**config.mk**
```make
export PLATFORM = sky130hd
export DESIGN_NAME = absm_ctrl_flat
export DESIGN_NICKNAME = d
export VERILOG_FILES = /design/src/pkg/absm_pkg.sv /design/src/pkg/absm_if.sv /design/src/rtl/absm_ctrl.sv /design/src/rtl/absm_sync.sv /design/src/flat_wrapper.sv
export SDC_FILE = /design/constraint.sdc
export NUM_CORES = 1
export LEC_CHECK = 0
export BUFFER_PORTS_ARGS = -buffer_cell sky130_fd_sc_hd__clkbuf_2
export CORE_MARGIN = 2
export CORE_UTILIZATION = 25
export DETAILED_ROUTE_END_ITERATION = 12
export PLACE_DENSITY_LB_ADDON = 0.15
export SKIP_CTS_REPAIR_TIMING = 1
export SLEW_MARGIN = 30
export SYNTH_ARGS = -nofsm -noshare
export SYNTH_HDL_FRONTEND = slang
export SYNTH_SLANG_ARGS = --single-unit
```
**constraint.sdc**
```tcl
create_clock -name clk -period 2.7 [get_ports clk]
set_input_delay 0.135 -clock clk [delete_from_list [all_inputs] [get_ports clk]]
set_output_delay 0.135 -clock clk [all_outputs]
set_load 0.05 [all_outputs]
```
**src/pkg/absm_pkg.sv**
```systemverilog
// Shared constants and types for the system bus master controller pair
package absm_pkg;
	localparam int CLK_PERIOD_NS   = 10;
	// Address set-up loop and busy hold times
	localparam int ADDR_DELAY_NS   = 35;
	localparam int BUSY_HOLD_NS    = 90;
	localparam int BUSY_HOLD_CYC   =
		(BUSY_HOLD_NS + CLK_PERIOD_NS - 1) / CLK_PERIOD_NS;
	localparam int ADDR_DELAY_CYC  =
		(ADDR_DELAY_NS + CLK_PERIOD_NS - 1) / CLK_PERIOD_NS;
	localparam int CNT_W           = 4;
	localparam int BR_LEVELS       = 4;
	localparam logic [1:0] BR_LEVEL_RESET = 2'h0;

	typedef enum logic [2:0] {
		ST_IDLE    = 3'h0,
		ST_REQ     = 3'h1,
		ST_WAITBUS = 3'h3,
		ST_SETUP   = 3'h2,
		ST_STROBE  = 3'h6,
		ST_FINISH  = 3'h7,
		ST_HOLD    = 3'h5
	} absm_state_type;
endpackage

```
**src/pkg/absm_if.sv**
```systemverilog
// Interface joining the controller end and the arbiter/slave end
`timescale 1ns/1ps
interface absm_if;
	logic bus_request_n;
	logic bus_grant_in_n;
	logic bus_grant_out_n;
	logic bus_busy_n;
	logic bus_busy_oe;
	logic sys_as_n;
	logic sys_as_oe;
	logic sys_dtack_n;
	logic sys_berr_n;

	modport ctrl (
		output bus_request_n,
		input  bus_grant_in_n,
		output bus_grant_out_n,
		output bus_busy_n,
		output bus_busy_oe,
		output sys_as_n,
		output sys_as_oe,
		input  sys_dtack_n,
		input  sys_berr_n
	);
	modport sys (
		input  bus_request_n,
		output bus_grant_in_n,
		input  bus_grant_out_n,
		input  bus_busy_n,
		input  bus_busy_oe,
		input  sys_as_n,
		input  sys_as_oe,
		output sys_dtack_n,
		output sys_berr_n
	);
endinterface

```
**src/rtl/absm_ctrl.sv**
```systemverilog
// Master-side controller: local CPU to asynchronous system bus
`timescale 1ns/1ps
module absm_ctrl (
	input  wire logic clk,
	input  wire logic resetn,
	absm_if.ctrl      bus,
	input  wire logic offboard_select_n,
	input  wire logic cpu_as_n,
	input  wire logic external_error_in_n,
	input  wire logic bus_release_n,
	input  wire logic addr_delay_return_n,
	output logic      addr_delay_launch_n,
	output logic      local_dtack_n,
	output logic      local_bus_error_n,
	output logic      cpu_halt_n,
	output logic      owner
);
	// ----------------------------------------
	// Input synchronisers
	// ----------------------------------------
	logic offb_s, as_s, exerr_s, rel_s, adret_s;
	logic gin_s, dtk_s, berr_s;

	absm_sync u_s0 (.clk(clk), .resetn(resetn),
		.d(offboard_select_n), .q(offb_s));
	absm_sync u_s1 (.clk(clk), .resetn(resetn), .d(cpu_as_n), .q(as_s));
	absm_sync u_s2 (.clk(clk), .resetn(resetn),
		.d(external_error_in_n), .q(exerr_s));
	absm_sync u_s3 (.clk(clk), .resetn(resetn),
		.d(bus_release_n), .q(rel_s));
	absm_sync u_s4 (.clk(clk), .resetn(resetn),
		.d(addr_delay_return_n), .q(adret_s));
	absm_sync u_s5 (.clk(clk), .resetn(resetn),
		.d(bus.bus_grant_in_n), .q(gin_s));
	absm_sync u_s6 (.clk(clk), .resetn(resetn),
		.d(bus.sys_dtack_n), .q(dtk_s));
	absm_sync u_s7 (.clk(clk), .resetn(resetn),
		.d(bus.sys_berr_n), .q(berr_s));

	// ----------------------------------------
	// State
	// ----------------------------------------
	absm_pkg::absm_state_type state_r, state_nxt;
	logic                     req_r, req_nxt;
	logic                     busy_r, busy_nxt;
	logic                     gout_r, gout_nxt;
	logic                     early_r, early_nxt;
	logic                     err_seen_r, err_seen_nxt;
	logic                     launch_r, launch_nxt;
	logic                     strobe_r, strobe_nxt;
	logic                     ldtk_r, ldtk_nxt;
	logic                     local_bus_error_n_r, local_bus_error_n_nxt;
	logic                     halt_r, halt_nxt;
	logic [absm_pkg::CNT_W-1:0] hold_r, hold_nxt;

	logic want;
	logic bus_free;
	assign want     = !offb_s && !as_s;
	assign bus_free = dtk_s && berr_s && bus.sys_as_n;

	always_comb begin
		state_nxt    = state_r;
		req_nxt      = req_r;
		busy_nxt     = busy_r;
		gout_nxt     = 1'b1;
		early_nxt    = early_r;
		err_seen_nxt = err_seen_r;
		launch_nxt   = launch_r;
		strobe_nxt   = strobe_r;
		ldtk_nxt     = 1'b1;
		local_bus_error_n_nxt    = 1'b1;
		halt_nxt     = 1'b1;
		hold_nxt     = hold_r;
		// Grant seen with no own request is passed on
		if (!gin_s && !req_r && !busy_r) begin
			gout_nxt  = 1'b0;
			early_nxt = 1'b1;
		end
		if (gin_s) begin
			early_nxt = 1'b0;
		end
		// Local-only cycle ending in external error
		if (offb_s && !as_s && !exerr_s) begin
			local_bus_error_n_nxt = 1'b0;
			halt_nxt  = err_seen_r;
		end
		// Local error cycle over: arm retry, or disarm after the second
		if (state_r == absm_pkg::ST_IDLE && !local_bus_error_n_r && as_s) begin
			err_seen_nxt = !err_seen_r;
		end
		unique case (state_r)
			absm_pkg::ST_IDLE: begin
				if (want) begin
					req_nxt   = 1'b1;
					state_nxt = absm_pkg::ST_REQ;
				end
			end
			absm_pkg::ST_REQ: begin
				// Grant arriving before request was passed, not taken
				if (!gin_s && !early_r) begin
					state_nxt = absm_pkg::ST_WAITBUS;
				end else if (as_s) begin
					req_nxt   = 1'b0;
					state_nxt = absm_pkg::ST_IDLE;
				end
			end
			absm_pkg::ST_WAITBUS: begin
				if (bus_free) begin
					busy_nxt  = 1'b1;
					req_nxt   = 1'b0;
					hold_nxt  = '0;
					launch_nxt = 1'b1;
					state_nxt = absm_pkg::ST_SETUP;
				end
			end
			absm_pkg::ST_SETUP: begin
				if (!adret_s) begin
					strobe_nxt = 1'b1;
					state_nxt  = absm_pkg::ST_STROBE;
				end
			end
			absm_pkg::ST_STROBE: begin
				if (!dtk_s) begin
					ldtk_nxt     = 1'b0;
					err_seen_nxt = 1'b0;
					state_nxt    = absm_pkg::ST_FINISH;
				end else if (!berr_s) begin
					local_bus_error_n_nxt    = 1'b0;
					halt_nxt     = err_seen_r;
					err_seen_nxt = !err_seen_r;
					state_nxt    = absm_pkg::ST_FINISH;
				end
			end
			absm_pkg::ST_FINISH: begin
				ldtk_nxt  = !dtk_s ? 1'b0 : 1'b1;
				local_bus_error_n_nxt = !berr_s ? 1'b0 : 1'b1;
				// Halt stands with the first error only
				halt_nxt  = (!berr_s && err_seen_r) ? 1'b0 : 1'b1;
				// Hold the strobes until the CPU drops its own
				if (as_s) begin
					strobe_nxt = 1'b0;
					launch_nxt = 1'b0;
					state_nxt  = absm_pkg::ST_HOLD;
				end
			end
			absm_pkg::ST_HOLD: begin
				if (hold_r < absm_pkg::CNT_W'(absm_pkg::BUSY_HOLD_CYC)) begin
					hold_nxt = hold_r + 1'b1;
				end else if (rel_s) begin
					busy_nxt  = 1'b0;
					state_nxt = absm_pkg::ST_IDLE;
				end else if (want && bus_free) begin
					launch_nxt = 1'b1;
					state_nxt  = absm_pkg::ST_SETUP;
				end
			end
			default: begin
				state_nxt = absm_pkg::ST_IDLE;
			end
		endcase
		if (state_r != absm_pkg::ST_HOLD) begin
			hold_nxt = (state_r == absm_pkg::ST_WAITBUS) ? '0 : hold_r;
		end
	end

	always_ff @(posedge clk or negedge resetn) begin
		if (!resetn) begin
			state_r    <= absm_pkg::ST_IDLE;
			req_r      <= 1'b0;
			busy_r     <= 1'b0;
			gout_r     <= 1'b1;
			early_r    <= 1'b0;
			err_seen_r <= 1'b0;
			launch_r   <= 1'b0;
			strobe_r   <= 1'b0;
			ldtk_r     <= 1'b1;
			local_bus_error_n_r    <= 1'b1;
			halt_r     <= 1'b1;
			hold_r     <= '0;
		end else begin
			state_r    <= state_nxt;
			req_r      <= req_nxt;
			busy_r     <= busy_nxt;
			gout_r     <= gout_nxt;
			early_r    <= early_nxt;
			err_seen_r <= err_seen_nxt;
			launch_r   <= launch_nxt;
			strobe_r   <= strobe_nxt;
			ldtk_r     <= ldtk_nxt;
			local_bus_error_n_r    <= local_bus_error_n_nxt;
			halt_r     <= halt_nxt;
			hold_r     <= hold_nxt;
		end
	end

	// ----------------------------------------
	// Outputs
	// ----------------------------------------
	assign bus.bus_request_n   = !req_r;
	assign bus.bus_grant_out_n = gout_r;
	assign bus.bus_busy_n      = !busy_r;
	assign bus.bus_busy_oe     = busy_r;
	assign bus.sys_as_n        = !strobe_r;
	assign bus.sys_as_oe       = busy_r;
	assign addr_delay_launch_n = !launch_r;
	assign local_dtack_n       = ldtk_r;
	assign local_bus_error_n   = local_bus_error_n_r;
	assign cpu_halt_n          = halt_r;
	assign owner               = busy_r;
endmodule

```
**src/rtl/absm_sync.sv**
```systemverilog
// Two-flop synchroniser for a single asynchronous level
`timescale 1ns/1ps
module absm_sync #(
	parameter logic RESET_VAL = 1'b1
) (
	input  wire logic clk,
	input  wire logic resetn,
	input  wire logic d,
	output logic      q
);
	logic meta_r;

	always_ff @(posedge clk or negedge resetn) begin
		if (!resetn) begin
			meta_r <= RESET_VAL;
			q      <= RESET_VAL;
		end else begin
			meta_r <= d;
			q      <= meta_r;
		end
	end
endmodule

```
**src/flat_wrapper.sv**
```systemverilog
// flat-port wrapper written by rule: the top's interface ports become plain ports
module absm_ctrl_flat 
  (clk, resetn, offboard_select_n, cpu_as_n, external_error_in_n, bus_release_n, addr_delay_return_n, addr_delay_launch_n, local_dtack_n, local_bus_error_n, cpu_halt_n, owner, bus_bus_request_n, bus_bus_grant_in_n, bus_bus_grant_out_n, bus_bus_busy_n, bus_bus_busy_oe, bus_sys_as_n, bus_sys_as_oe, bus_sys_dtack_n, bus_sys_berr_n);
  absm_if bus_i ();
  input  wire logic clk;
  input  wire logic resetn;
  input  wire logic offboard_select_n;
  input  wire logic cpu_as_n;
  input  wire logic external_error_in_n;
  input  wire logic bus_release_n;
  input  wire logic addr_delay_return_n;
  output logic addr_delay_launch_n;
  output logic local_dtack_n;
  output logic local_bus_error_n;
  output logic cpu_halt_n;
  output logic owner;
  output wire logic [$bits(bus_i.bus_request_n)-1:0] bus_bus_request_n;
  input wire logic [$bits(bus_i.bus_grant_in_n)-1:0] bus_bus_grant_in_n;
  output wire logic [$bits(bus_i.bus_grant_out_n)-1:0] bus_bus_grant_out_n;
  output wire logic [$bits(bus_i.bus_busy_n)-1:0] bus_bus_busy_n;
  output wire logic [$bits(bus_i.bus_busy_oe)-1:0] bus_bus_busy_oe;
  output wire logic [$bits(bus_i.sys_as_n)-1:0] bus_sys_as_n;
  output wire logic [$bits(bus_i.sys_as_oe)-1:0] bus_sys_as_oe;
  input wire logic [$bits(bus_i.sys_dtack_n)-1:0] bus_sys_dtack_n;
  input wire logic [$bits(bus_i.sys_berr_n)-1:0] bus_sys_berr_n;
  assign bus_bus_request_n = bus_i.bus_request_n;
  assign bus_i.bus_grant_in_n = bus_bus_grant_in_n;
  assign bus_bus_grant_out_n = bus_i.bus_grant_out_n;
  assign bus_bus_busy_n = bus_i.bus_busy_n;
  assign bus_bus_busy_oe = bus_i.bus_busy_oe;
  assign bus_sys_as_n = bus_i.sys_as_n;
  assign bus_sys_as_oe = bus_i.sys_as_oe;
  assign bus_i.sys_dtack_n = bus_sys_dtack_n;
  assign bus_i.sys_berr_n = bus_sys_berr_n;
  absm_ctrl u_core (.clk(clk), .resetn(resetn), .bus(bus_i), .offboard_select_n(offboard_select_n), .cpu_as_n(cpu_as_n), .external_error_in_n(external_error_in_n), .bus_release_n(bus_release_n), .addr_delay_return_n(addr_delay_return_n), .addr_delay_launch_n(addr_delay_launch_n), .local_dtack_n(local_dtack_n), .local_bus_error_n(local_bus_error_n), .cpu_halt_n(cpu_halt_n), .owner(owner));
endmodule
```
======== After elaboration in Yosys (flattened, before gate mapping) ========
Index checks and enable logic that the tools add are counted.
storage, ports and cells
  register bits after elaboration ......... 33
  bits in latches ......................... 0
  bits in writable memories ............... 0
  ROM bits ................................ 0
  input port bits ......................... 10
  output and inout bits ................... 11
  word-level logic and storage cells ...... 141
  memories ................................ 0
cells by class
  add/subtract/negate cells ............... 1
  $mul .................................... 0
  divide/modulo/power cells ............... 0
  magnitude comparators ................... 1
  eq/ne operators ......................... 23
  shift operators ......................... 0
  mux-type cells .......................... 51
  bitwise logic cells ..................... 0
  reductions and logical operators ........ 37
operator list
  operator                                            count
  two-way mux 3 bit                                   11
  two-way mux 1 bit                                   28
  one-hot mux 3 bit (7 select lines)                  1
  two-way mux 4 bit                                   4
  != test 2 bit (second input constant)               8
  logical AND 1 bit                                   12
  logical NOT 1 bit                                   12
  == test 3 bit (second input constant)               3
  one-hot mux 1 bit (2 select lines)                  4
  one-hot mux 4 bit (2 select lines)                  1
  AND reduction 4 bit                                 2
  AND reduction 8 bit                                 1
  == test 3 x 2 -> 1 bit (second input constant)      2
  != test 2 x 1 -> 1 bit (second input constant)      3
  != test 3 x 1 -> 1 bit (second input constant)      2
  != test 3 x 2 -> 1 bit (second input constant)      2
  != test 3 bit (second input constant)               2
  one-hot mux 1 bit (3 select lines)                  2
  AND reduction 6 bit                                 1
  nonzero test 2 bit                                  3
  nonzero test 3 bit                                  2
  AND reduction 5 bit                                 1
  adder 4 x 1 -> 4 bit (second input constant)        1
  less-than comparator 4 bit (second input constant)  1
  4 further kinds                                     4

======== Depth between registers and ports, before layout ========
Gate-level depths: netlist (run 1).
  depth in word-level cells ............... 7
  gate-level depth with buffers ........... 7
  depth with buffers taken out ............ 7

======== Modules after synthesis ========
From an unflattened synthesis (run 1), not the netlist that was laid out.
second synthesis, totals
  cells, all modules ...................... 133
  area, all modules ....................... 1470.2 um^2
by module, submodules not included
  module     instances  cells each  area an instance (um^2)  sequential area each (um^2)
  absm_ctrl  1          117         1049.8                   430.4
  absm_sync  8          2           52.6                     52.6

======== Worst setup path after synthesis (run 1) ========
No wires, ideal clock.
  kind .................................... flip-flop to flip-flop
  from .................................... reg u_core.hold_r[0] (netlist bit)
  to ...................................... reg u_core.state_r[0]
  setup time .............................. 125 ps
  arrival ................................. 1822 ps
  slack ................................... 753 ps
  stages on the path, launching flop included .. 8
  cells stage by stage .................... dfrtp_1 > inv_1 > ha_1 > nor2b_1 > o211ai_4 > o211ai_2 > or4_4 > mux2_4
between the ends
  word-level cells in the longest chain between the ends .. 3
RTL lines
  item                                  RTL line          RTL
  start, declared                       absm_ctrl.sv:54   logic [absm_pkg::CNT_W-1:0] hold_r, hold_nxt;
  start signal, assigned                absm_ctrl.sv:192  hold_r <= hold_nxt;
  less-than comparator 4 bit            absm_ctrl.sv:147  if (hold_r < absm_pkg::CNT_W'(absm_pkg::BUSY_HOLD_CYC)) begin
  != test 2 bit (no source line)        --
  AND reduction 8 bit (no source line)  --
  end signal, assigned                  absm_ctrl.sv:168  state_r <= absm_pkg::ST_IDLE;
  end signal, assigned                  absm_ctrl.sv:181  state_r <= state_nxt;
  end, declared                         absm_ctrl.sv:43   absm_pkg::absm_state_type state_r, state_nxt;
No other way between the ends.
A chain may end at the register's enable or synchronous reset.

======== Final worst setup path (run 1) ========
Ends and elaborated chain as after synthesis.

==> results list, run 1 <==
- Relative to the synthesized area, the layout overhead comes to 22.8%.
- Max-cap violations in this run came to 0.
- The worst register-to-register path begins at u_core.hold_r[0]$_DFFE_PN0P_.
* Post-Route Setup TNS: 0 ns
* Combinational fraction of design power: 40.8%
- Primary flip-flop cell chosen by synthesis mapping: sky130_fd_sc_hd__dfstp_2
- Total inserted antenna cells: 0
- The clock network accounts for 22.1% of the total power.
- Routability-driven placement finished with a final weighted congestion of 0.780.
- The first detailed-routing pass took 4 iterations.
* Pin count of the biggest net entering global routing: 34
- Initial antenna violation count: 0
- The count of final max-slew check failures came to 0.
* Power share of the sequential group: 37.1%
* Count of pins on the block boundary: 21
* Arrival @ worst endpoint: 2.28 ns
* Initial Utilization: 25.7%
- In this run the remaining antenna-violating nets after routing total 0.
- Num CTS Buffers: 5
- Sequential Area: 851 um2
- Static Leakage: 0.814 nW
- Leaving out filler cells and counting taps, the final layout contains 244.
- The final layout contains 180 nets.
- Area of the die: 6640 um2
* Area share of the leading cell type in the synthesized netlist: 35.0%
* Clock Root Buffer: sky130_fd_sc_hd__clkbuf_8
- Setup slack closes at 0.596 ns.
* Count of standard-cell rows: 28
- After the first detailed-routing iteration, the DRC count stood at 76.
* Share of the clock period used by the worst path after layout: 77.9%
* TritonCTS clock tree: yes
- The largest total area in the synthesized netlist belongs to sky130_fd_sc_hd__dfstp_2.
- Worst-Margin Slew: 0.796 ns
- The synthesized netlist occupies a cell area of 1500 um2.
- After synthesis, the share of flip-flops with an asynchronous set or reset is 100%.
- For this run, the total global-route usage over all layers was measured as 9.76%.
* Max FO, Critical Path: 9
* Pwr dens: 1170 nW/um2
- Cell internal power was estimated by the tool at 1.25 mW.
- Total global routing overflow: 0
- Count of cell types in the netlist: 41
* Total core area: 5850 um2
- The die is 81.5 um tall.
- Clock transition at path regs: 0.07 ns
- Fraction of layout cells with a size suffix above 1: 33.1%
* Global-route wire length before repair: 4.86 mm
* Vias per cell: 4.44
- Bufs on Longest Clock Path: 2
* Area used by multi-input combinational logic: 529 um2
* Vias in the first global route: 1043
- Max FFs per register: 4
- Yosys warns: 0
- Dividing the detail-routed wire length by the instance count gives 11.9 um.
- The die is 81.5 um wide.
* Top Registers: u_core.hold_r: 4 flops, u_core.state_r: 3 flops
- After synthesis the netlist holds a flip-flop and latch count of 33.
* Number of enable-type register cells in the synthesized netlist: 0
- The analysis attributes to net switching a power of 0.910 mW.
* Clock latency reported for the late side of the worst-skew pair: 0.28 ns
* Count of fill cells added during filler insertion: 592
* Setup skew after layout: 0.00482 ns
- The worst-case IR drop observed on VDD is 0.450 mV.
- In this run the tool buffered the top-level ports with 20 buffer cells.
* Gate count after technology mapping: 141
- Placed wire-length estimate: 2.01 mm
- The final layout contains routed wiring with a total length of 2.91 mm.
- Headroom to the max-slew limit came out at 46.9%.
- Post-detailed-route DRC marker count: 0
- Crit. End Element: flip-flop
- Worst setup slack before clock tree synthesis: 0.608 ns
- The worst hold path begins at u_core.u_s0.meta_r$_DFF_PN1_.
* Switching power share of the total: 42.2%
- The worst path needs 2.10 ns of the cycle, external delays included.
- Required time reported for the critical path endpoint: 2.87 ns
* Final Hold Violating Endpoints: 0
- Leading post-synthesis cells by instance count: sky130_fd_sc_hd__dfstp_2 (20), sky130_fd_sc_hd__inv_1 (15), sky130_fd_sc_hd__dfrtp_1 (13), sky130_fd_sc_hd__a21oi_1 (11), sky130_fd_sc_hd__nand2_1 (11)
- The worst setup path is launched from a flip-flop.
* Placed instance count: 227
* Setup-failing EPs final: 0
- When the netlist entered floorplanning its net count stood at 153.
* Worst min path class: flip-flop to flip-flop
- The critical path starts at u_core.hold_r[0]$_DFFE_PN0P_.
- The register with the most flip-flops in the final layout is u_core.hold_r.
- Portion of the post-synthesis area used by sequential elements: 56.7%
* H-tree depth: 2
* Via count of the routed design: 1084
- Overall power consumption after layout is estimated at 2.16 mW.
- Avg Inst Size Synth: 10.6 um2
* Setup CP Type: flip-flop to flip-flop
* Status: finished clean
- Most frequent cell after synthesis: sky130_fd_sc_hd__dfstp_2
- By area the synthesized netlist is led by sky130_fd_sc_hd__dfstp_2 (35%), sky130_fd_sc_hd__dfrtp_1 (22%), sky130_fd_sc_hd__inv_1 (3.8%), sky130_fd_sc_hd__a21oi_1 (3.7%), sky130_fd_sc_hd__o21ai_0 (3.0%).
- Setup repair after global routing left no endpoint under its margin.
* Max frequency: 0.475 GHz
- Number of clock sinks: 33
worst max-delay path, cell delays in order, from the launching register on:
cell,delay (ns)
sky130_fd_sc_hd__dfrtp_1,0.41
sky130_fd_sc_hd__inv_1,0.06
sky130_fd_sc_hd__ha_1,0.19
sky130_fd_sc_hd__nor2b_1,0.15
sky130_fd_sc_hd__o211ai_4,0.28
sky130_fd_sc_hd__o211ai_2,0.14
sky130_fd_sc_hd__or4_4,0.45
sky130_fd_sc_hd__mux2_4,0.31
logic make-up after synthesis:
family,Yosys count,synth area share [%]
AND/OR/NAND/NOR,44,16.3
AO/OA/AOI/OAI,34,15.0
flip-flops,33,56.7
buffers and inverters,25,8.08
multiplexers,2,1.67
adder cells (fa/ha/maj),2,1.67
XOR/XNOR,1,0.583
placed cells by master, fill, tap and decap left out, types with 2 or more instances in the layout:
cell / Yosys / layout
sky130_fd_sc_hd__inv_1: 15 / 15
sky130_fd_sc_hd__a21oi_1: 11 / 11
sky130_fd_sc_hd__clkbuf_8: 0 / 6
sky130_fd_sc_hd__nor2_1: 9 / 9
sky130_fd_sc_hd__nand4_1: 2 / 2
sky130_fd_sc_hd__a31oi_1: 3 / 3
sky130_fd_sc_hd__nand3_1: 4 / 4
sky130_fd_sc_hd__ha_1: 2 / 2
sky130_fd_sc_hd__nor3b_1: 2 / 2
sky130_fd_sc_hd__o21ai_0: 9 / 9
sky130_fd_sc_hd__nand2_1: 11 / 11
sky130_fd_sc_hd__dfstp_2: 20 / 20
sky130_fd_sc_hd__and3b_1: 2 / 2
sky130_fd_sc_hd__dlygate4sd3_1: 0 / 9
sky130_fd_sc_hd__nor2b_1: 2 / 2
sky130_fd_sc_hd__clkbuf_2: 0 / 20
sky130_fd_sc_hd__dfrtp_1: 13 / 13
sky130_fd_sc_hd__nor3_1: 4 / 4
path summary, 6_finish.rpt:
kind / end / slack (ns) / cells past startpoint
max: u_core.state_r[0]$_DFFE_PN0P_ / 0.60 / 7
min: u_core.u_s0.q$_DFF_PN1_ / 0.36 / 0
max reg2reg: u_core.state_r[0]$_DFFE_PN0P_ / 0.60 / 7
min reg2reg: u_core.u_s0.q$_DFF_PN1_ / 0.36 / 0
max in group asynchronous: u_core.hold_r[2]$_DFFE_PN0P_ / 1.72 / 2
min in group asynchronous: u_core.early_r$_DFFE_PN0P_ / 0.47 / 2
power groups by stage:
stage	clock (mW)	combinational (mW)	sequential (mW)
2_1_floorplan	0	0.731	0.807
3_3_place_gp	0	0.869	0.804
3_5_place_dp	0	0.873	0.809
4_1_cts	0.491	0.878	0.801
5_1_grt	0.518	0.967	0.826
6_report	0.476	0.881	0.801
stage by stage:
step                      hold slack, ns  utilization (%)  instance area [um2]
final                              0.355             31.5                 1840
after floorplan                   -0.161                -                 1500
after CTS                        -0.0831             30.0                 1750
after global routing               0.363             31.5                 1840
after detailed placement           0.224             28.0                 1640
after global placement             0.222             28.0                 1640
final cells by class:
type | count | share of cell area, %
inverters | 15 | 3.05
clock buffers | 7 | 4.68
multi-input cells | 83 | 28.7
flip-flops and latches | 33 | 46.1
well taps | 75 | 5.09
clock inverters | 1 | 1.63
repair buffers | 30 | 10.7
layer usage:
layer,part of all wire (%),global-route usage [%],vias to the layer above
li1,-,-,527
met1,46,12.5,519
met2,47,14.3,27
met3,4.3,3.08,11
met4,2.7,5.76,0
met5,0,0,-
Power figures use the tool's default switching activity.
==> run 2: changes to the inputs <==
- clock period: 2.7 -> 1.7 ns (I/O delays scaled with it)
==> run 2 against run 1 <==
  * The run now ends with setup timing left
  * Sequential share of layout area decreased by 4.9 points
  * Wire length increased by 9.4%
  * Critical path depth is the same
  * Combinational power increased by 120%
  * Global-route usage up 1.3 points
  * Non-clock buffer count grew 30
  * First-iteration DRC count rose by 14%
  * Sequential cell count unchanged
  * Maximum frequency rose by 15%
  * Cell count up 12%
  * Critical path type unchanged
==> results list, run 2 (synthesis results as in run 1) <==
* Status: complete, but fails checks
* Violated checks: setup timing
* Max-cap violations: 0 (unchanged)
* Worst IR Drop VDD: 0.736 mV (+63%)
- Die extent in y: 81.5 um (unchanged)
- The fraction of layout cells with a size suffix above 1 is 44.7% (+12 points).
* Max FFs per register: 4 (unchanged)
- The final design instance area without fill is 2060 um2 (+12%).
* Setup skew after layout: 0.00724 ns (+0.00242 ns)
* Crit. End Element: flip-flop
- Element type at the critical path start: flip-flop
- Clock transition at path regs: 0.07 ns (about the same)
- Share of the clock period used by the worst path after layout: 107% (+29 points)
- The global-route congestion overflow total was 0 (unchanged).
- Bufs on Longest Clock Path: 2 (unchanged)
* Vias in the first global route: 1143 (+9.6%)
- Pwr dens: 1790 nW/um2 (+53%)
- The H-tree depth reported by CTS was 2 (unchanged).
- Biggest cell delay along the critical path: 0.44 ns (about the same)
* Total core area: 5850 um2 (unchanged)
- WL/cell: 11.6 um (-2.6%)
* Initial drt markers: 87 (+14%)
- The slowest stage of the critical path belongs to the cell sky130_fd_sc_hd__or4_4.
- The number of fillers in the final layout came to 595 (+0.51%).
* Max frequency: 0.548 GHz (+15%)
- Leaving out fill and tap cells, the most frequent cells in the layout are sky130_fd_sc_hd__buf_4 (31), sky130_fd_sc_hd__clkbuf_2 (20), sky130_fd_sc_hd__dfstp_2 (20).
* Number of clock sinks: 33 (unchanged)
- The worst-margin pin slew is 0.705 ns (-0.0914 ns).
* Clock Root Buffer: sky130_fd_sc_hd__clkbuf_8
- The number of buffers added by the clock tree synthesis step is 5 (unchanged).
- Vias per cell: 4.30 (-3.2%)
* Arrival @ worst endpoint: 2.00 ns (-0.28 ns)
- TritonCTS clock tree: yes
- Max FO, Critical Path: 3 (-6)
- Most common library cell in the layout ignoring fill and taps: sky130_fd_sc_hd__buf_4
- Total inserted antenna cells: 0 (unchanged)
- Count of pins on the block boundary: 21 (unchanged)
- Placed inst area: 1860 um2 (+13%)
- Global-route wire length before repair: 5.46 mm (+12%)
* Setup-failing EPs final: 3 (+3)
- Post-route ant nets: 0 (unchanged)
* Initial Utilization: 25.7% (unchanged)
* Max-slew headroom: 53.0% (+6.1 points)
- The number of iterations in the first detailed-routing pass was 4 (unchanged).
* Setup CP Type: flip-flop to flip-flop
- Ranked by flip-flop count, first place goes to u_core.hold_r.
* Worst min path class: flip-flop to flip-flop
- Number of buffers added on ports: 20 (unchanged)
* Pin count of the biggest net entering global routing: 29 (-15%)
- RSZ-0062 raised after global routing: yes
- The number of antenna violations at the first check in global routing came to 0 (unchanged).
- PnR worst setup slack: -0.125 ns (-0.721 ns)
* Routability congestion estimate from global placement: 0.791 (+1.4%)
* Sequential Area: 851 um2 (unchanged)
* Area of the die: 6640 um2 (unchanged)
- The row count is 28 (unchanged).
- Clock latency reported for the late side of the worst-skew pair: 0.28 ns (about the same)
* Required time reported for the critical path endpoint: 1.87 ns (-1.00 ns)
- Static Leakage: 0.952 nW (+17%)
- The count of final max-slew check failures is 0 (unchanged).
- Final Hold Violating Endpoints: 0 (unchanged)
- Total track usage: 11.1% (+1.3 points)
- The clock period minus final worst setup slack came to 1.83 ns (-0.279 ns).
- The number of nets in the final layout is 210 (+17%).
- Via count of the routed design: 1178 (+8.7%)
- The post-DP HPWL came to 2.28 mm (+14%).
* Total wirelength of the detailed-routed design: 3.19 mm (+9.4%)
* Worst setup slack before clock tree synthesis: -0.188 ns (-0.796 ns)
- Crit path cell chain: inv_1, ha_2, nor2b_4, o211ai_4, o211ai_2, or4_4, mux2_4
* Area used by multi-input combinational logic: 549 um2 (+3.8%)
- Post-detailed-route DRC marker count: 0 (unchanged)
- The total power after layout came to 3.69 mW (+71%).
* Top Registers: u_core.hold_r: 4 flops, u_core.state_r: 3 flops
* Syn-to-layout area delta: 37.4%
* Die X-Extent: 81.5 um (unchanged)
run 2: worst paths after layout:
| path | start | endpoint | cells after the start | slack (ns) |
|---|---|---|---|---|
| worst max-delay path | u_core.hold_r[0]$_DFFE_PN0P_ | u_core.state_r[0]$_DFFE_PN0P_ | 7 | -0.13 |
| worst min-delay path | u_core.u_s3.meta_r$_DFF_PN1_ | u_core.u_s3.q$_DFF_PN1_ | 0 | 0.35 |
| worst max register to register | u_core.hold_r[0]$_DFFE_PN0P_ | u_core.state_r[0]$_DFFE_PN0P_ | 7 | -0.13 |
| worst min register to register | u_core.u_s3.meta_r$_DFF_PN1_ | u_core.u_s3.q$_DFF_PN1_ | 0 | 0.35 |
| max in group asynchronous | resetn | u_core.u_s6.meta_r$_DFF_PN1_ | 3 | 0.68 |
| min in group asynchronous | resetn | u_core.hold_r[1]$_DFFE_PN0P_ | 2 | 0.39 |
run 2: worst max-delay path: cells and delay by family, from the launching register on:
kind,cells,cell delay (ns)
fa+ha+maj,1,0.17
simple gates,2,0.56
flops,1,0.34
compound gates,2,0.28
mux,1,0.31
buf+inv,1,0.05
run 2: where the power goes:
group | total, mW | leakage [nW] | switching, mW | internal (mW)
Combinational | 1.92 | 0.532 | 1.09 | 0.836
Clock | 0.598 | 0.0455 | 0.268 | 0.330
Sequential | 1.17 | 0.375 | 0.163 | 1.01
Total | 3.69 | 0.952 | 1.52 | 2.17
run 2: metrics by stage:
| step | std cells | hold slack (ns) | utilization (%) | TNS [ns] |
|---|---|---|---|---|
| 2_1_floorplan | 141 | -0.211 | - | -0.360 |
| 3_3_place_gp | 255 | 0.174 | 31.8 | -0.317 |
| 3_5_place_dp | 255 | 0.174 | 31.8 | -0.469 |
| 4_1_cts | 263 | -0.134 | 33.3 | -0.543 |
| 5_1_grt | 274 | 0.353 | 35.3 | -0.433 |
| 6_report | 274 | 0.350 | 35.3 | -0.201 |
run 2: per-layer routing:
metal | share of wire, % | GRT usage (%) | up-vias
met5 | 0 | 0 | -
met1 | 49 | 14.9 | 562
met2 | 45 | 16.4 | 19
met3 | 3.3 | 3.63 | 6
li1 | - | - | 591
met4 | 2.0 | 4.58 | 0
run 2: cell type report:
class | count | area share (%)
clock buffer | 8 | 4.37
tap | 75 | 4.55
sequential | 33 | 41.2
timing repair buffer | 60 | 20.5
multi-input combinational | 83 | 26.6
inverter | 15 | 2.73
==> run 3: changes to the inputs <==
- PLACE_DENSITY: default -> 0.41
- PLACE_DENSITY_LB_ADDON: 0.15 -> default
==> run 3 against run 2 <==
  * The flow still finishes with violations (setup timing)
  * Sequential power hardly changed
  * Count of clock-buffer cells in the layout shrank 1
  * Wire length up 4.5%
  * Non-clock buffer count fell by 1
  * Maximum frequency is 0.13% higher
  * Combinational power barely moved
  * Power fell by 0.91%
  * Global-route usage fell by 0.16 points
  * First-iteration DRC count decreased by 17%
  * Register-to-register slack about the same
==> results list, run 3 (synthesis results as in run 1) <==
* Status: complete, but fails checks
- Violated checks: setup timing
* Routability congestion estimate from global placement: 0.770 (-2.6%)
* Drt first pass iters: 4 (unchanged)
* Setup-failing EPs final: 2 (-1)
* Static Leakage: 0.940 nW (-1.3%)
- The pin count of the biggest net entering global routing was 27 (-6.9%).
- Sequential Area: 852 um2 (+0.15%)
* Number of buffers added on ports: 20 (unchanged)
- The total via count in the routed design is 1186 (+0.68%).
* Count of standard-cell rows: 28 (unchanged)
- Pwr dens: 1780 nW/um2 (-0.49%)
- Post-route ant nets: 0 (unchanged)
* Final Hold Violating Endpoints: 0 (unchanged)
* Syn-to-layout area delta: 36.8%
- The residual DRC count is 0 (unchanged).
- TritonCTS clock tree: yes
* Total wirelength of the detailed-routed design: 3.33 mm (+4.5%)
- Clock latency reported for the late side of the worst-skew pair: 0.28 ns (about the same)
* Initial Utilization: 25.7% (unchanged)
- Setup CP Type: flip-flop to flip-flop
- Max FO, Critical Path: 3 (unchanged)
- Placed instance count: 255 (unchanged)
* Total chip power: 3.66 mW (-0.91%)
- The width of the die came to 81.5 um (unchanged).
* Clock transition at path regs: 0.07 ns (about the same)
- Minimum period implied by the final worst setup slack: 1.82 ns (-0.00233 ns)
- The number of vias per cell after detailed routing came to 4.34 (+1.0%).
- Leaving out fill and tap cells, the most frequent cell in the layout is sky130_fd_sc_hd__buf_4.
- Global-route wire length before repair: 5.38 mm (-1.5%)
- Reg2Reg Depth: 7 (unchanged)
- The worst-case headroom to the max-slew limit came to 53.8% (+0.78 points).
- Count of fill cells added during filler insertion: 603 (+1.3%)
- RSZ-0062 raised after global routing: yes
* Worst-Margin Slew: 0.693 ns (-0.0117 ns)
- The area taken by multi-input logic gates is 549 um2 (unchanged).
- Number of clock sinks: 33 (unchanged)
- The global-route usage over all layers came to 10.9% (-0.16 points).
* Number of nets in the layout: 209 (-0.48%)
- The number of cells in the finished layout apart from fillers is 273 (-0.36%).
* Arrival @ worst endpoint: 2.00 ns (about the same)
- The height of the die was 81.5 um (unchanged).
- The required arrival time at the worst endpoint was 1.87 ns (about the same).
- Most flop-heavy register: u_core.hold_r
* Total global routing overflow: 0 (unchanged)
- The DRC marker count from the first detailed-route iteration came to 72 (-17%).
* Clock Root Buffer: sky130_fd_sc_hd__clkbuf_8
- Bufs on Longest Clock Path: 2 (unchanged)
* Share of the clock period used by the worst path after layout: 107% (-0.14 points)
* Element type at the critical path start: flip-flop
* Total core area: 5850 um2 (unchanged)
* Final max-slew violation count: 0 (unchanged)
* Worst IR Drop VDD: 1.20 mV (+64%)
* PnR worst setup slack: -0.123 ns (+0.00233 ns)
- Max FFs per register: 4 (unchanged)
* Worst setup slack before clock tree synthesis: -0.149 ns (+0.0380 ns)
- Max-cap violations: 0 (unchanged)
* Crit. End Element: flip-flop
- The fraction of layout cells with a size suffix above 1 is 44.9% (+0.23 points).
- Num CTS Buffers: 5 (unchanged)
- The area of the die came to 6640 um2 (unchanged).
- Hold-critical path depth: 0 (unchanged)
* Min Hold Slack: 0.355 ns (+0.00581 ns)
- WL/cell: 12.2 um (+4.8%)
* Max frequency: 0.549 GHz (+0.13%)
- Worst min path class: flip-flop to flip-flop
- The number of antenna violations at the first check in global routing came to 0 (unchanged).
- The antenna diode instance count came to 0 (unchanged).
- H-tree depth: 2 (unchanged)
- Top Registers: u_core.hold_r: 4 flops, u_core.state_r: 3 flops
- Placed wire-length estimate: 2.41 mm (+5.7%)
- In the layout the commonest cells are sky130_fd_sc_hd__buf_4 (29), sky130_fd_sc_hd__clkbuf_2 (20), sky130_fd_sc_hd__dfstp_2 (20).
- Vias in the first global route: 1137 (-0.52%)
- Count of pins on the block boundary: 21 (unchanged)
- Setup skew after layout: 0.00478 ns (-0.00246 ns)
-- run 3: cell count changes in the layout (fill, tap and decap cells not counted) --
cell and change:
sky130_fd_sc_hd__buf_4 -2, sky130_fd_sc_hd__buf_6 +1, sky130_fd_sc_hd__clkbuf_8 -1, sky130_fd_sc_hd__clkinvlp_4 +1, sky130_fd_sc_hd__dfrtp_1 -1, sky130_fd_sc_hd__dfrtp_2 +1, sky130_fd_sc_hd__o21ai_0 +1, sky130_fd_sc_hd__o21ai_1 -1
-- run 3: worst paths after layout --
kind                                         startpoint                            endpoint  slack [ns]
max                        u_core.hold_r[0]$_DFFE_PN0P_       u_core.state_r[0]$_DFFE_PN0P_       -0.12
min reg2reg                u_core.u_s2.meta_r$_DFF_PN1_             u_core.u_s2.q$_DFF_PN1_        0.36
max in group asynchronous                        resetn             u_core.u_s2.q$_DFF_PN1_        0.68
min                        u_core.u_s2.meta_r$_DFF_PN1_             u_core.u_s2.q$_DFF_PN1_        0.36
min in group asynchronous                        resetn  u_core.bus.bus_busy_oe$_DFFE_PN0P_        0.38
max reg2reg                u_core.hold_r[0]$_DFFE_PN0P_       u_core.state_r[0]$_DFFE_PN0P_       -0.12
-- run 3: metrics by stage --
| step | util [%] | TNS (ns) | instance area [um2] |
|---|---|---|---|
| floorplan | - | -0.360 | 1510 |
| global placement | 31.8 | -0.208 | 1860 |
| detailed placement | 31.8 | -0.209 | 1860 |
| CTS | 33.2 | -0.247 | 1940 |
| global route | 35.1 | -0.324 | 2050 |
| finish | 35.1 | -0.156 | 2050 |
-- run 3: critical path, stage by stage, from the launching register on --
cell,delay [ns]
sky130_fd_sc_hd__dfrtp_1,0.34
sky130_fd_sc_hd__inv_1,0.05
sky130_fd_sc_hd__ha_2,0.16
sky130_fd_sc_hd__nor2b_4,0.13
sky130_fd_sc_hd__o211ai_4,0.17
sky130_fd_sc_hd__o211ai_2,0.11
sky130_fd_sc_hd__or4_4,0.44
sky130_fd_sc_hd__mux2_4,0.31
-- run 3: layer usage --
layer  vias to the layer above  GRT usage [%]  wire length [um]
met2                        28           17.2              1570
met3                         5           3.30               150
li1                        590              -                 -
met5                         -              0                 0
met1                       563           14.0              1570
met4                         0           4.58                38
-- run 3: cell type report --
cell class	instances	share of cell area (%)
inverter	15	2.74
multi-input combinational	83	26.7
tap	75	4.57
sequential	33	41.5
clock buffer	7	3.71
timing repair buffer	59	20.4
clock inverter	1	0.365
-- run 3: where the power goes --
group	leakage [nW]	internal, mW	switching [mW]
Sequential	0.373	1.01	0.164
Combinational	0.528	0.818	1.09
Clock	0.0385	0.289	0.284
Total	0.940	2.12	1.54
